### config.mk
export PLATFORM = sky130hd
export DESIGN_NAME = sll_link_setup
export DESIGN_NICKNAME = d
export VERILOG_FILES = /design/src/rtl/sll_pkg.sv /design/src/rtl/sll_link_setup.sv
export VERILOG_INCLUDE_DIRS = /design/src /design/src/rtl
export SDC_FILE = /design/constraint.sdc
export NUM_CORES = 1
export LEC_CHECK = 0
export BUFFER_PORTS_ARGS = -buffer_cell sky130_fd_sc_hd__buf_4
export CAP_MARGIN = 40
export CORE_AREA = 8 8 268 141
export CTS_CLUSTER_SIZE = 30
export DETAILED_ROUTE_END_ITERATION = 10
export DIE_AREA = 0 0 276 149
export PLACE_DENSITY_LB_ADDON = 0.3
export SLEW_MARGIN = 20
export SYNTH_ARGS = -nofsm -noshare
export SYNTH_HDL_FRONTEND = slang
export SYNTH_SLANG_ARGS = --single-unit
### constraint.sdc
create_clock -name mclk -period 10.3 [get_ports mclk]
set_input_delay 0.515 -clock mclk [delete_from_list [all_inputs] [get_ports mclk]]
set_output_delay 0.515 -clock mclk [all_outputs]
set_load 0.03 [all_outputs]
### src/rtl/sll_map.svh
// Register offsets, field positions, reset values and timing counts of the link layer setup
`ifndef SLL_MAP_SVH
`define SLL_MAP_SVH
`define SLL_ADDR_W 12
`define SLL_OFF_SYNC_CTRL 12'h03A
`define SLL_OFF_SYNC_STAT 12'h03B
`define SLL_OFF_PLL_STAT 12'h281
`define SLL_OFF_LINK_CTRL 12'h300
`define SLL_OFF_SUBCLASS 12'h301
`define SLL_OFF_FIX_A 12'h304
`define SLL_OFF_FIX_B 12'h305
`define SLL_OFF_VAR_A 12'h306
`define SLL_OFF_VAR_B 12'h307
`define SLL_OFF_XBAR_0 12'h308
`define SLL_OFF_XBAR_3 12'h30B
`define SLL_OFF_INVERT 12'h334
`define SLL_SYNC_ONESHOT_BIT 0
`define SLL_SYNC_ARM_BIT 6
`define SLL_SYNC_EN_BIT 7
`define SLL_SYNC_LOCK_BIT 3
`define SLL_SYNC_LINKUP_BIT 0
`define SLL_PLL_LOCK_BIT 0
`define SLL_LINK_EN_LSB 0
`define SLL_LINK_EN_MSB 1
`define SLL_LINK_SEL_BIT 2
`define SLL_LINK_DUAL_BIT 3
`define SLL_LINK_SUM_BIT 6
`define SLL_SUBCLASS_ONE 8'h01
`define SLL_RST_BYTE 8'h00
`define SLL_XBAR_RST_0 8'h08
`define SLL_XBAR_RST_1 8'h1A
`define SLL_XBAR_RST_2 8'h2C
`define SLL_XBAR_RST_3 8'h3E
`define SLL_SEL_W 3
`define SLL_MIN_DELAY 8'h01
`endif

### src/rtl/sll_pkg.sv
// Types shared by the link layer setup block
package sll_pkg;
    localparam int LANES = 8;
    localparam int LANE_W = 8;

    typedef logic [LANE_W-1:0] sll_lane_type;

    typedef struct packed {
        sll_lane_type [LANES-1:0] lane;
    } sll_lanes_type;

    typedef enum logic [3:0] {
        SYNC_IDLE = 4'h1,
        SYNC_ARMED = 4'h2,
        SYNC_ALIGN = 4'h4,
        SYNC_LOCKED = 4'h8
    } sll_sync_state_type;
endpackage : sll_pkg
### src/rtl/sll_link_setup.sv
// Data link layer setup: registers, frame clock sync machine and lane remap path
`timescale 1ns/10ps
`include "sll_map.svh"

// Summary of operation
// - Lane PLL lock status reads as 1 in bit 0 of the PLL status register once the PLL locks.
// - The sync status lock bit reads 1 once the sync machine locks, after a SYSREF edge in subclass 1.
// - Each logical lane whose mask bit is 1 is bit-inverted, the others pass unchanged.
// - Four crossbar registers pick which physical lane feeds each logical lane.
// - Link control bit 2 selects whether the sync status link-up bit comes from link 0 or link 1.
// - The link enable field enables link 0, link 1 or both links, link 1 only while the dual-link bit is set; a sum bit sits beside them.
// - Fixed and variable frame clock delay values are each held in two registers.
module sll_link_setup (
    // Clock and reset
    input wire logic mclk,
    input wire logic rst,
    // Register port
    input wire logic [`SLL_ADDR_W-1:0] reg_addr,
    input wire logic reg_wr,
    input wire logic reg_rd,
    input wire logic [7:0] reg_wdata,
    output logic [7:0] reg_rdata,
    output logic reg_rvalid,
    // Asynchronous pins
    input wire logic lane_pll_lock_pin,
    input wire logic sysref_pin,
    // Physical lane input
    input wire sll_pkg::sll_lanes_type phys_lanes,
    input wire logic phys_valid,
    output logic phys_ready,
    // Logical lane output
    output sll_pkg::sll_lanes_type logic_lanes,
    output logic logic_valid,
    input wire logic logic_ready,
    // Link state
    output logic [1:0] link_active,
    output logic frame_sync_locked
);
    logic [7:0] sync_ctrl_ff;
    logic [7:0] link_ctrl_ff;
    logic [7:0] subclass_ff;
    logic [7:0] fix_a_ff;
    logic [7:0] fix_b_ff;
    logic [7:0] var_a_ff;
    logic [7:0] var_b_ff;
    logic [7:0] xbar_ff [0:3];
    logic [7:0] invert_ff;
    logic [7:0] reg_rdata_ff;
    logic reg_rvalid_ff;
    logic [1:0] pll_sync_ff;
    logic [1:0] sysref_sync_ff;
    logic sysref_prev_ff;
    logic sysref_edge;
    sll_pkg::sll_sync_state_type sync_state_ff;
    sll_pkg::sll_sync_state_type nxt_sync_state;
    logic [15:0] align_cnt_ff;
    logic [15:0] fixed_frame_clock_delay;
    logic lock_seen;
    logic [1:0] link_en;
    sll_pkg::sll_lanes_type mapped;
    sll_pkg::sll_lanes_type buf_ff [0:1];
    logic [1:0] buf_cnt_ff;
    logic buf_push;
    logic buf_pop;

    function automatic logic is_addr(input logic [`SLL_ADDR_W-1:0] a,
                                     input logic [`SLL_ADDR_W-1:0] off);
        is_addr = (a == off);
    endfunction : is_addr

    // Lane select for logical lane n: two 3-bit selects per crossbar byte
    function automatic logic [`SLL_SEL_W-1:0] lane_sel(input logic [7:0] xb, input logic hi);
        lane_sel = hi ? xb[5:3] : xb[2:0];
    endfunction : lane_sel

    // Crossbar bytes sit at four consecutive offsets from the first one
    function automatic logic xbar_hit(input logic [`SLL_ADDR_W-1:0] a, input int idx);
        xbar_hit = (a == `SLL_OFF_XBAR_0 + idx[`SLL_ADDR_W-1:0]);
    endfunction : xbar_hit

    // Pin synchronisers, one per pin; only the second flop feeds logic
    always_ff @(posedge mclk or posedge rst) begin
        if (rst) begin
            pll_sync_ff <= 2'h0;
        end else begin
            pll_sync_ff <= {pll_sync_ff[0], lane_pll_lock_pin};
        end
    end

    // Edge history resets low like the idle pin, so leaving reset makes no false edge
    always_ff @(posedge mclk or posedge rst) begin
        if (rst) begin
            sysref_sync_ff <= 2'h0;
            sysref_prev_ff <= 1'b0;
        end else begin
            sysref_sync_ff <= {sysref_sync_ff[0], sysref_pin};
            sysref_prev_ff <= sysref_sync_ff[1];
        end
    end

    assign sysref_edge = sysref_sync_ff[1] & ~sysref_prev_ff;

    // Configuration registers
    always_ff @(posedge mclk or posedge rst) begin
        if (rst) begin
            link_ctrl_ff <= `SLL_RST_BYTE;
            subclass_ff <= `SLL_RST_BYTE;
            fix_a_ff <= `SLL_RST_BYTE;
            fix_b_ff <= `SLL_RST_BYTE;
            var_a_ff <= `SLL_RST_BYTE;
            var_b_ff <= `SLL_RST_BYTE;
            invert_ff <= `SLL_RST_BYTE;
        end else if (reg_wr) begin
            if (is_addr(reg_addr, `SLL_OFF_LINK_CTRL)) begin
                link_ctrl_ff <= reg_wdata;
            end
            if (is_addr(reg_addr, `SLL_OFF_SUBCLASS)) begin
                subclass_ff <= reg_wdata;
            end
            if (is_addr(reg_addr, `SLL_OFF_FIX_A)) begin
                fix_a_ff <= reg_wdata;
            end
            if (is_addr(reg_addr, `SLL_OFF_FIX_B)) begin
                fix_b_ff <= reg_wdata;
            end
            if (is_addr(reg_addr, `SLL_OFF_VAR_A)) begin
                var_a_ff <= reg_wdata;
            end
            if (is_addr(reg_addr, `SLL_OFF_VAR_B)) begin
                var_b_ff <= reg_wdata;
            end
            if (is_addr(reg_addr, `SLL_OFF_INVERT)) begin
                invert_ff <= reg_wdata;
            end
        end
    end

    // Crossbar registers; the reset map is the identity
    always_ff @(posedge mclk or posedge rst) begin
        if (rst) begin
            xbar_ff[0] <= `SLL_XBAR_RST_0;
            xbar_ff[1] <= `SLL_XBAR_RST_1;
            xbar_ff[2] <= `SLL_XBAR_RST_2;
            xbar_ff[3] <= `SLL_XBAR_RST_3;
        end else if (reg_wr) begin
            for (int i = 0; i < 4; i++) begin
                if (xbar_hit(reg_addr, i)) begin
                    xbar_ff[i] <= reg_wdata;
                end
            end
        end
    end

    // Sync control: arm self-clears once the machine locks while the one-shot bit is set, so a new write is needed to rearm
    always_ff @(posedge mclk or posedge rst) begin
        if (rst) begin
            sync_ctrl_ff <= `SLL_RST_BYTE;
        end else if (reg_wr && is_addr(reg_addr, `SLL_OFF_SYNC_CTRL)) begin
            sync_ctrl_ff <= reg_wdata;
        end else if (sync_state_ff == sll_pkg::SYNC_LOCKED
                     && sync_ctrl_ff[`SLL_SYNC_ONESHOT_BIT]) begin
            sync_ctrl_ff[`SLL_SYNC_ARM_BIT] <= 1'b0;
        end
    end

    // Sync machine; subclass 0 needs no SYSREF and locks once the fixed delay runs out after arming
    always_comb begin
        nxt_sync_state = sync_state_ff;
        case (sync_state_ff)
            sll_pkg::SYNC_IDLE: begin
                if (sync_ctrl_ff[`SLL_SYNC_EN_BIT] && sync_ctrl_ff[`SLL_SYNC_ARM_BIT]) begin
                    nxt_sync_state = sll_pkg::SYNC_ARMED;
                end
            end
            sll_pkg::SYNC_ARMED: begin
                if (subclass_ff != `SLL_SUBCLASS_ONE || sysref_edge) begin
                    nxt_sync_state = sll_pkg::SYNC_ALIGN;
                end
            end
            sll_pkg::SYNC_ALIGN: begin
                if (align_cnt_ff == 16'h0000) begin
                    nxt_sync_state = sll_pkg::SYNC_LOCKED;
                end
            end
            sll_pkg::SYNC_LOCKED: begin
                nxt_sync_state = sll_pkg::SYNC_LOCKED;
            end
            default: begin
                nxt_sync_state = sll_pkg::SYNC_IDLE;
            end
        endcase
        if (!sync_ctrl_ff[`SLL_SYNC_EN_BIT]) begin
            nxt_sync_state = sll_pkg::SYNC_IDLE;
        end
    end

    always_ff @(posedge mclk or posedge rst) begin
        if (rst) begin
            sync_state_ff <= sll_pkg::SYNC_IDLE;
        end else begin
            sync_state_ff <= nxt_sync_state;
        end
    end

    assign fixed_frame_clock_delay = {fix_b_ff, fix_a_ff};

    // Alignment wait uses the fixed delay; the variable delay is only stored for register readback
    always_ff @(posedge mclk or posedge rst) begin
        if (rst) begin
            align_cnt_ff <= 16'h0000;
        end else if (sync_state_ff == sll_pkg::SYNC_ARMED) begin
            align_cnt_ff <= fixed_frame_clock_delay;
        end else if (align_cnt_ff != 16'h0000) begin
            align_cnt_ff <= align_cnt_ff - 16'h0001;
        end
    end

    assign lock_seen = (sync_state_ff == sll_pkg::SYNC_LOCKED);
    assign frame_sync_locked = lock_seen;

    // Dual-link off forces link 1 down even if its enable bit is set
    assign link_en[0] = link_ctrl_ff[`SLL_LINK_EN_LSB];
    assign link_en[1] = link_ctrl_ff[`SLL_LINK_EN_MSB]
                        & link_ctrl_ff[`SLL_LINK_DUAL_BIT];
    assign link_active = link_en & {2{lock_seen}};

    // Register readback, one cycle after the read strobe; unmapped addresses read zero
    always_ff @(posedge mclk or posedge rst) begin
        if (rst) begin
            reg_rdata_ff <= 8'h00;
            reg_rvalid_ff <= 1'b0;
        end else begin
            reg_rvalid_ff <= reg_rd;
            if (reg_rd) begin
                reg_rdata_ff <= 8'h00;
                case (reg_addr)
                    `SLL_OFF_SYNC_CTRL: reg_rdata_ff <= sync_ctrl_ff;
                    `SLL_OFF_SYNC_STAT: begin
                        reg_rdata_ff[`SLL_SYNC_LOCK_BIT] <= lock_seen;
                        reg_rdata_ff[`SLL_SYNC_LINKUP_BIT] <=
                            link_active[link_ctrl_ff[`SLL_LINK_SEL_BIT]];
                    end
                    `SLL_OFF_PLL_STAT: reg_rdata_ff[`SLL_PLL_LOCK_BIT] <= pll_sync_ff[1];
                    `SLL_OFF_LINK_CTRL: reg_rdata_ff <= link_ctrl_ff;
                    `SLL_OFF_SUBCLASS: reg_rdata_ff <= subclass_ff;
                    `SLL_OFF_FIX_A: reg_rdata_ff <= fix_a_ff;
                    `SLL_OFF_FIX_B: reg_rdata_ff <= fix_b_ff;
                    `SLL_OFF_VAR_A: reg_rdata_ff <= var_a_ff;
                    `SLL_OFF_VAR_B: reg_rdata_ff <= var_b_ff;
                    `SLL_OFF_INVERT: reg_rdata_ff <= invert_ff;
                    default: begin
                        for (int i = 0; i < 4; i++) begin
                            if (xbar_hit(reg_addr, i)) begin
                                reg_rdata_ff <= xbar_ff[i];
                            end
                        end
                    end
                endcase
            end
        end
    end

    assign reg_rdata = reg_rdata_ff;
    assign reg_rvalid = reg_rvalid_ff;

    // Crossbar then polarity, per logical lane
    for (genvar n = 0; n < sll_pkg::LANES; n++) begin : g_lane
        logic [`SLL_SEL_W-1:0] sel;
        assign sel = lane_sel(xbar_ff[n/2], (n % 2) == 1);
        assign mapped.lane[n] = phys_lanes.lane[sel] ^ {sll_pkg::LANE_W{invert_ff[n]}};
    end

    // Two-entry buffer; lanes only enter while link 0 is up, held words leave whether or not it is
    assign phys_ready = (buf_cnt_ff != 2'h2) & link_active[0];
    assign buf_push = phys_valid & phys_ready;
    assign logic_valid = (buf_cnt_ff != 2'h0);
    assign buf_pop = logic_valid & logic_ready;
    assign logic_lanes = buf_ff[0];

    always_ff @(posedge mclk or posedge rst) begin
        if (rst) begin
            buf_cnt_ff <= 2'h0;
        end else begin
            buf_cnt_ff <= buf_cnt_ff + {1'b0, buf_push} - {1'b0, buf_pop};
        end
    end

    // Words shift toward the head on a pop, so the head always holds the oldest
    always_ff @(posedge mclk or posedge rst) begin
        if (rst) begin
            buf_ff[0] <= '0;
            buf_ff[1] <= '0;
        end else begin
            if (buf_pop) begin
                buf_ff[0] <= buf_ff[1];
            end
            if (buf_push) begin
                if (buf_cnt_ff == 2'h0 || (buf_cnt_ff == 2'h1 && buf_pop)) begin
                    buf_ff[0] <= mapped;
                end else begin
                    buf_ff[1] <= mapped;
                end
            end
        end
    end
endmodule : sll_link_setup

## Word-level counts from Yosys, hierarchy flattened

Cells that the tools add are included.

| cells by class | value |
|---|---|
| add/subtract/negate cells | 3 |
| $mul | 0 |
| divide/modulo/power cells | 0 |
| order comparisons | 9 |
| eq/ne operators | 24 |
| shift-type cells | 0 |
| multiplexer cells | 39 |
| bitwise operators | 16 |
| reductions and logical operators | 26 |

Operators with widths:

| operator | count |
|---|---|
| binary-select mux 8 bit (select 3 bit) | 8 |
| 2-to-1 mux 64 bit | 3 |
| equality test 12 x 10 -> 1 bit, second input constant | 12 |
| 2-to-1 mux 128 bit | 1 |
| 2-to-1 mux 8 bit | 12 |
| bitwise XOR 8 bit | 8 |
| case mux 4 bit (9 select lines) | 1 |
| < comparator 3 x 4 -> 1 bit, second input constant | 8 |
| 2-to-1 mux 16 bit | 2 |
| equality test 12 x 6 -> 1 bit, second input constant | 2 |
| AND reduction 2 bit | 12 |
| case mux 1 bit (10 select lines) | 2 |
| case mux 2 bit (9 select lines) | 1 |
| zero test 16 bit | 1 |
| 2-to-1 mux 4 bit | 4 |
| case mux 4 bit (4 select lines) | 1 |
| nonzero test 16 bit | 1 |
| subtractor 16 x 1 -> 16 bit, second input constant | 1 |
| inequality test 3 bit, second input constant | 3 |
| inequality test 8 x 1 -> 1 bit, second input constant | 1 |
| nonzero test 2 bit | 3 |
| AND 1 bit | 5 |
| equality test 4 x 1 -> 1 bit, second input constant | 1 |
| equality test 4 x 2 -> 1 bit, second input constant | 1 |
| other kinds (15) | 23 |

| word-level totals | value |
|---|---|
| register bits after elaboration | 260 |
| latch bits | 0 |
| bits in writable memories | 0 |
| ROM bits | 0 |
| input bits | 92 |
| output and inout port bits | 78 |
| word-level logic and storage cells | 154 |
| memories kept | 0 |

## Logic depth before layout (Yosys ltp)

| logic depth | value |
|---|---|
| depth in word-level cells | 6 |
| depth in mapped cells | 10 |
| gate-level depth less buffers | 9 |

## Worst setup path after synthesis

Ideal clock, no wire load.

| path | value |
|---|---|
| path type | register to register |
| start | register sync_state_ff[1] |
| end | register buf_cnt_ff[1] |
| setup time | 0.123 ns |
| arrival | 3.181 ns |
| data required time | 10.177 ns |
| slack | 6.996 ns |
| cell stages (with the launch flop) | 10 |
| path buffers | 0 |
| clock period less this slack | 3.304 ns |
| path through | dfrtp_1 nor4b_4 and2_1 a21boi_0 nand2_1 ha_1 inv_1 ha_1 xnor2_1 xnor2_1 |

| between the ends | value |
|---|---|
| cells in the longest elaborated chain, start to end | 6 |

Ends and longest elaborated chain:

| item | line | source |
|---|---|---|
| start, declared | sll_link_setup.sv:54 | `sll_pkg::sll_sync_state_type sync_state_ff;` |
| start signal, assigned | sll_link_setup.sv:199 | `sync_state_ff <= sll_pkg::SYNC_IDLE;` |
| start signal, assigned | sll_link_setup.sv:201 | `sync_state_ff <= nxt_sync_state;` |
| equality test 4 bit | sll_link_setup.sv:218 | `assign lock_seen = (sync_state_ff == sll_pkg::SYNC_LOCKED);` |
| net frame_sync_locked | sll_link_setup.sv:37 | `output logic frame_sync_locked` |
| AND 2 bit | sll_link_setup.sv:225 | `assign link_active = link_en & {2{lock_seen}};` |
| net link_active[0] | sll_link_setup.sv:36 | `output logic [1:0] link_active,` |
| AND 1 bit | sll_link_setup.sv:274 | `assign phys_ready = (buf_cnt_ff != 2'h2) & link_active[0];` |
| net phys_ready | sll_link_setup.sv:30 | `output logic phys_ready,` |
| AND 1 bit | sll_link_setup.sv:275 | `assign buf_push = phys_valid & phys_ready;` |
| adder 2 x 1 -> 2 bit | sll_link_setup.sv:284 | `buf_cnt_ff <= buf_cnt_ff + {1'b0, buf_push} - {1'b0, buf_pop};` |
| subtractor 2 x 1 -> 2 bit | sll_link_setup.sv:284 |  |
| end signal, assigned | sll_link_setup.sv:284 |  |
| end, declared | sll_link_setup.sv:62 | `logic [1:0] buf_cnt_ff;` |

The timed path passes the listed nets, and every way through them passes these cells.
A chain may end at the register's enable or synchronous reset.

## Worst setup path after layout

| path | value |
|---|---|
| start | register sync_state_ff[1] |
| end | register buf_ff, in the netlist logic_lanes[35] |

| between the ends | value |
|---|---|
| cells in the longest elaborated chain, start to end | 5 |

Ends and longest elaborated chain:

| item | line | source |
|---|---|---|
| equality test 4 bit | sll_link_setup.sv:218 |  |
| AND 2 bit | sll_link_setup.sv:225 |  |
| AND 1 bit | sll_link_setup.sv:274 |  |
| AND 1 bit | sll_link_setup.sv:275 |  |
| 2-to-1 mux 128 bit | sll_link_setup.sv:297 | `if (buf_push) begin` |
| end, declared | sll_link_setup.sv:61 | `sll_pkg::sll_lanes_type buf_ff [0:1];` |

Every way passes these cells.

==> summary.md <==
| Metric | Value |
|---|---|
| Setup crit start kind | flop |
| Status | completed |
| Pwr dens | 124 nW/µm² |
| Row count | 48 |
| Clk sinks | 260 |
| Final core occ | 55.2% |
| Multi-input logic area | 9160 µm² |
| Core ar. | 33900 µm² |
| Fraction of synthesis flops using an asynchronous set or reset pin | 100% |
| CP Class | flop to flop |
| Final Hold Viols | 0 |
| Worst setup EP type | flop |
| Iteration-0 DRC Markers | 1250 |
| Top sig layer | met5 |
| Full die area | 41100 µm² |
| Seq/Total Area, Yosys | 39.2% |
| CP Data Arrival Time | 3.20 ns |
| Synth area leader | dfrtp_1 |
| Worst reg-to-reg path cell count | 6 |
| Pin count of the biggest net entering global routing | 99 |
| Worst setup path endpoint | logic_lanes[35]$_DFF_PP0_ |
| Critical Path, Cell by Cell | nor4b_4 -> nand3_2 -> a211oi_4 -> buf_4 -> buf_16 -> o21ai_0 |
| Req. time, crit path | 10.70 ns |
| Hold WC Path Type | input pin to flop |
| Layout Skew | 0.00961 ns |
| Initial antenna violation count | 4 |
| Post-synth EDFFs | 0 |
| Top cell type's share of synthesized area | 37.1% |
| Syn Std Cell Area | 16600 µm² |
| Area contributors post-synth | dfrtp_1 37%, mux4_2 18%, mux2_2 10% |
| WL final | 50200 µm |
| Area growth syn-to-layout | 12.3% |
| FILL cells | 2818 |
| CTS tree | built |
| Tot GR Track Use | 23.8% |
| Clock latency on the worst-skew pair | 0.53 ns |
| DIE HEIGHT | 149 µm |
| Post-route clock period utilization | 27.2% |
| Worst Path Max Fanout | 79 |
| Final setup violation count | 0 |
| Total grt overflow | 0 |
| H-tree lvl count | 1 |
| CTS resizes | 0 |
| Routed WL per cell | 27.3 µm |
| Worst-path clk slew | 0.07 ns |
| Most common cell after layout, fill and taps aside | dfrtp_1 |
| M1 wire length | 22400 µm |
| First-pass GRT wire length | 75800 µm |
| Fin nets | 1469 |
| Worst path max stage delay | 0.56 ns |
| WL met3 | 6890 µm |
| Max-Cap Viols | 0 |
| Final Critical Period | 2.80 ns |
| Unique cell type count in the Yosys netlist | 65 |
| Vias in the first global route | 11600 |
| RSZ-0062 raised after global routing | no |
| Reg2reg start | sync_state_ff[1]$_DFFE_PP0P_ |
| Slowest cell on crit path | a211oi_4 |
| Most frequent cells in the layout | 247 x dfrtp_1, 177 x buf_4, 148 x mux2_2, 140 x mux2i_1, 136 x mux4_2 |
| Syn Inst Count | 1326 |
| Synth Area per Inst | 12.6 µm² |
| Crit path launch | sync_state_ff[1]$_DFFE_PP0P_ |
| Slew Limit Fails | 0 |
| Port Buf Inserts | 169 |
| Register area | 6520 µm² |
| Clock Path Buffers | 3 |
| Post-route DRC | 0 |
| Slew at the pin closest to its max-slew limit | 0.861 ns |
| R2R Path End | logic_lanes[35]$_DFF_PP0_ |
| Normalized max-slew margin | 42.6% |
| Root buffer cell | clkbuf_16 |
| HPWL after DPL | 36600 µm |
| CTS Buf Count | 25 |
| Fin Setup TNS | 0 ns |
| Via count | 11600 |
| Main synth FF type | dfrtp_1 |
| Pre-antenna DRT Iters | 6 |
| GPL Wtd Cong | 0.951 |
| Seq cells post-synth | 260 |
| DR vias/cell | 6.29 |
| Worst Slack Setup Final | 7.50 ns |
| FMAX | 357 MHz |
| Placed cell count | 1794 |
| Initial Util | 49.2% |
| Final non-filler cell total | 1843 |
| Syn nets | 1422 |
| Lkg Pwr | 8.15 nW |
| Synth warn | 0 |
| WL met2 | 19900 µm |
| Peak VDD IR | 96.2 µV |
| Top-Level Pins | 170 |
| Antenna viol nets, final | 0 |
| Width of the chip | 276 µm |
| Layout cell share with drive strength beyond 1 | 40.0% |
| Place WS | 7.26 ns |
| Reg2Reg Setup Slack | 7.50 ns |
## critical path: cells and delay by family (launching register included)
family | cells | cell delay (ns)
buffers and inverters | 2 | 0.65
flip-flops | 1 | 0.47
AO/OA/AOI/OAI | 2 | 0.73
AND/OR/NAND/NOR | 2 | 0.75
## flip-flops by register name, indices dropped and copies added (netlist names), 2 cells and up
register	cells
invert_ff	8
align_cnt_ff	16
var_b_ff	8
buf_cnt_ff	2
xbar_ff	8
reg_rdata	8
pll_sync_ff	2
link_ctrl_ff	8
g_lane.sel	24
fix_b_ff	8
sysref_sync_ff	2
subclass_ff	8
logic_lanes	64
var_a_ff	8
sync_state_ff	4
fix_a_ff	8
buf_ff	64
sync_ctrl_ff	8
## synth_stat cells, drive strengths merged, types with 4 or more instances
cell type / n
mux4: 136
and2: 6
nand3: 13
nor4: 8
a22oi: 8
mux2i: 140
ha: 4
mux2: 162
clkbuf: 38
o31ai: 6
dfstp: 13
a31oi: 7
nor3: 7
nor2b: 4
xnor2: 74
and3: 5
a211oi: 4
dfrtp: 247
a221oi: 6
nand3b: 9
nand2: 104
o21ai: 82
o221ai: 4
nor4b: 8
a21oi: 18
buf: 132
inv: 14
nor2: 26
nand2b: 5
## how the worst min path moves through the flow
stage / from / endpoint / slack, ns / depth (start not counted)
finish: sysref_pin / sysref_sync_ff[0]$_DFF_PP0_ / 0.09 / 1
global route: sysref_pin / sysref_sync_ff[0]$_DFF_PP0_ / 0.07 / 1
CTS: sysref_pin / sysref_sync_ff[0]$_DFF_PP0_ / 0.07 / 1
detailed placement: sysref_sync_ff[0]$_DFF_PP0_ / sysref_sync_ff[1]$_DFF_PP0_ / 0.34 / 0
global placement: sysref_sync_ff[0]$_DFF_PP0_ / sysref_sync_ff[1]$_DFF_PP0_ / 0.34 / 0
floorplan: pll_sync_ff[0]$_DFF_PP0_ / pll_sync_ff[1]$_DFF_PP0_ / 0.33 / 0
## cell type report
type / instances / share of cell area (%)
antenna: 2 / 0.0268
clock buffer: 34 / 3.63
clock inverter: 11 / 0.656
inverter: 14 / 0.321
multi-input combinational: 882 / 49.0
sequential: 260 / 34.9
tap: 450 / 3.01
timing repair buffer: 190 / 8.49
## stage by stage
step	total power, W	hold WS [ns]	instance area [µm²]
global placement	0.00140	0.336	17600
finish	0.00233	0.0897	18700
CTS	0.00233	0.0742	18700
floorplan	0.00129	0.331	16600
global route	0.00241	0.0684	18700
detailed placement	0.00141	0.336	17900
## layer usage
metal / GRT usage, % / vias up
met5: 0 / -
met4: 4.54 / 4
met3: 9.53 / 76
met2: 31.5 / 652
met1: 36.0 / 5846
li1: - / 5007
## power by group
part	internal [W]	switching [W]	leakage [nW]
Clock	0.000516	0.000409	0.394
Sequential	0.00104	0.0000104	3.56
Combinational	0.000153	0.000204	4.19
## cells by family after synthesis
kind of cell,Yosys count,share of synthesized area (%)
xor gates and xnor gates,76,4.00
DFF,260,39.2
muxes,438,37.8
buffers and inverters,184,6.03
and+or+nand+nor,215,7.42
AOI/OAI and AO/OA,149,5.31
adders and majority gates,4,0.301
## timing repair
| item | 4_1_cts | 5_1_grt |
|---|---|---|
| setup buffers | 0 | 0 |
| hold buffers | 1 | 0 |
| endpoints found under the hold margin | 23 | 0 |
(Power assumes the default switching activity.)
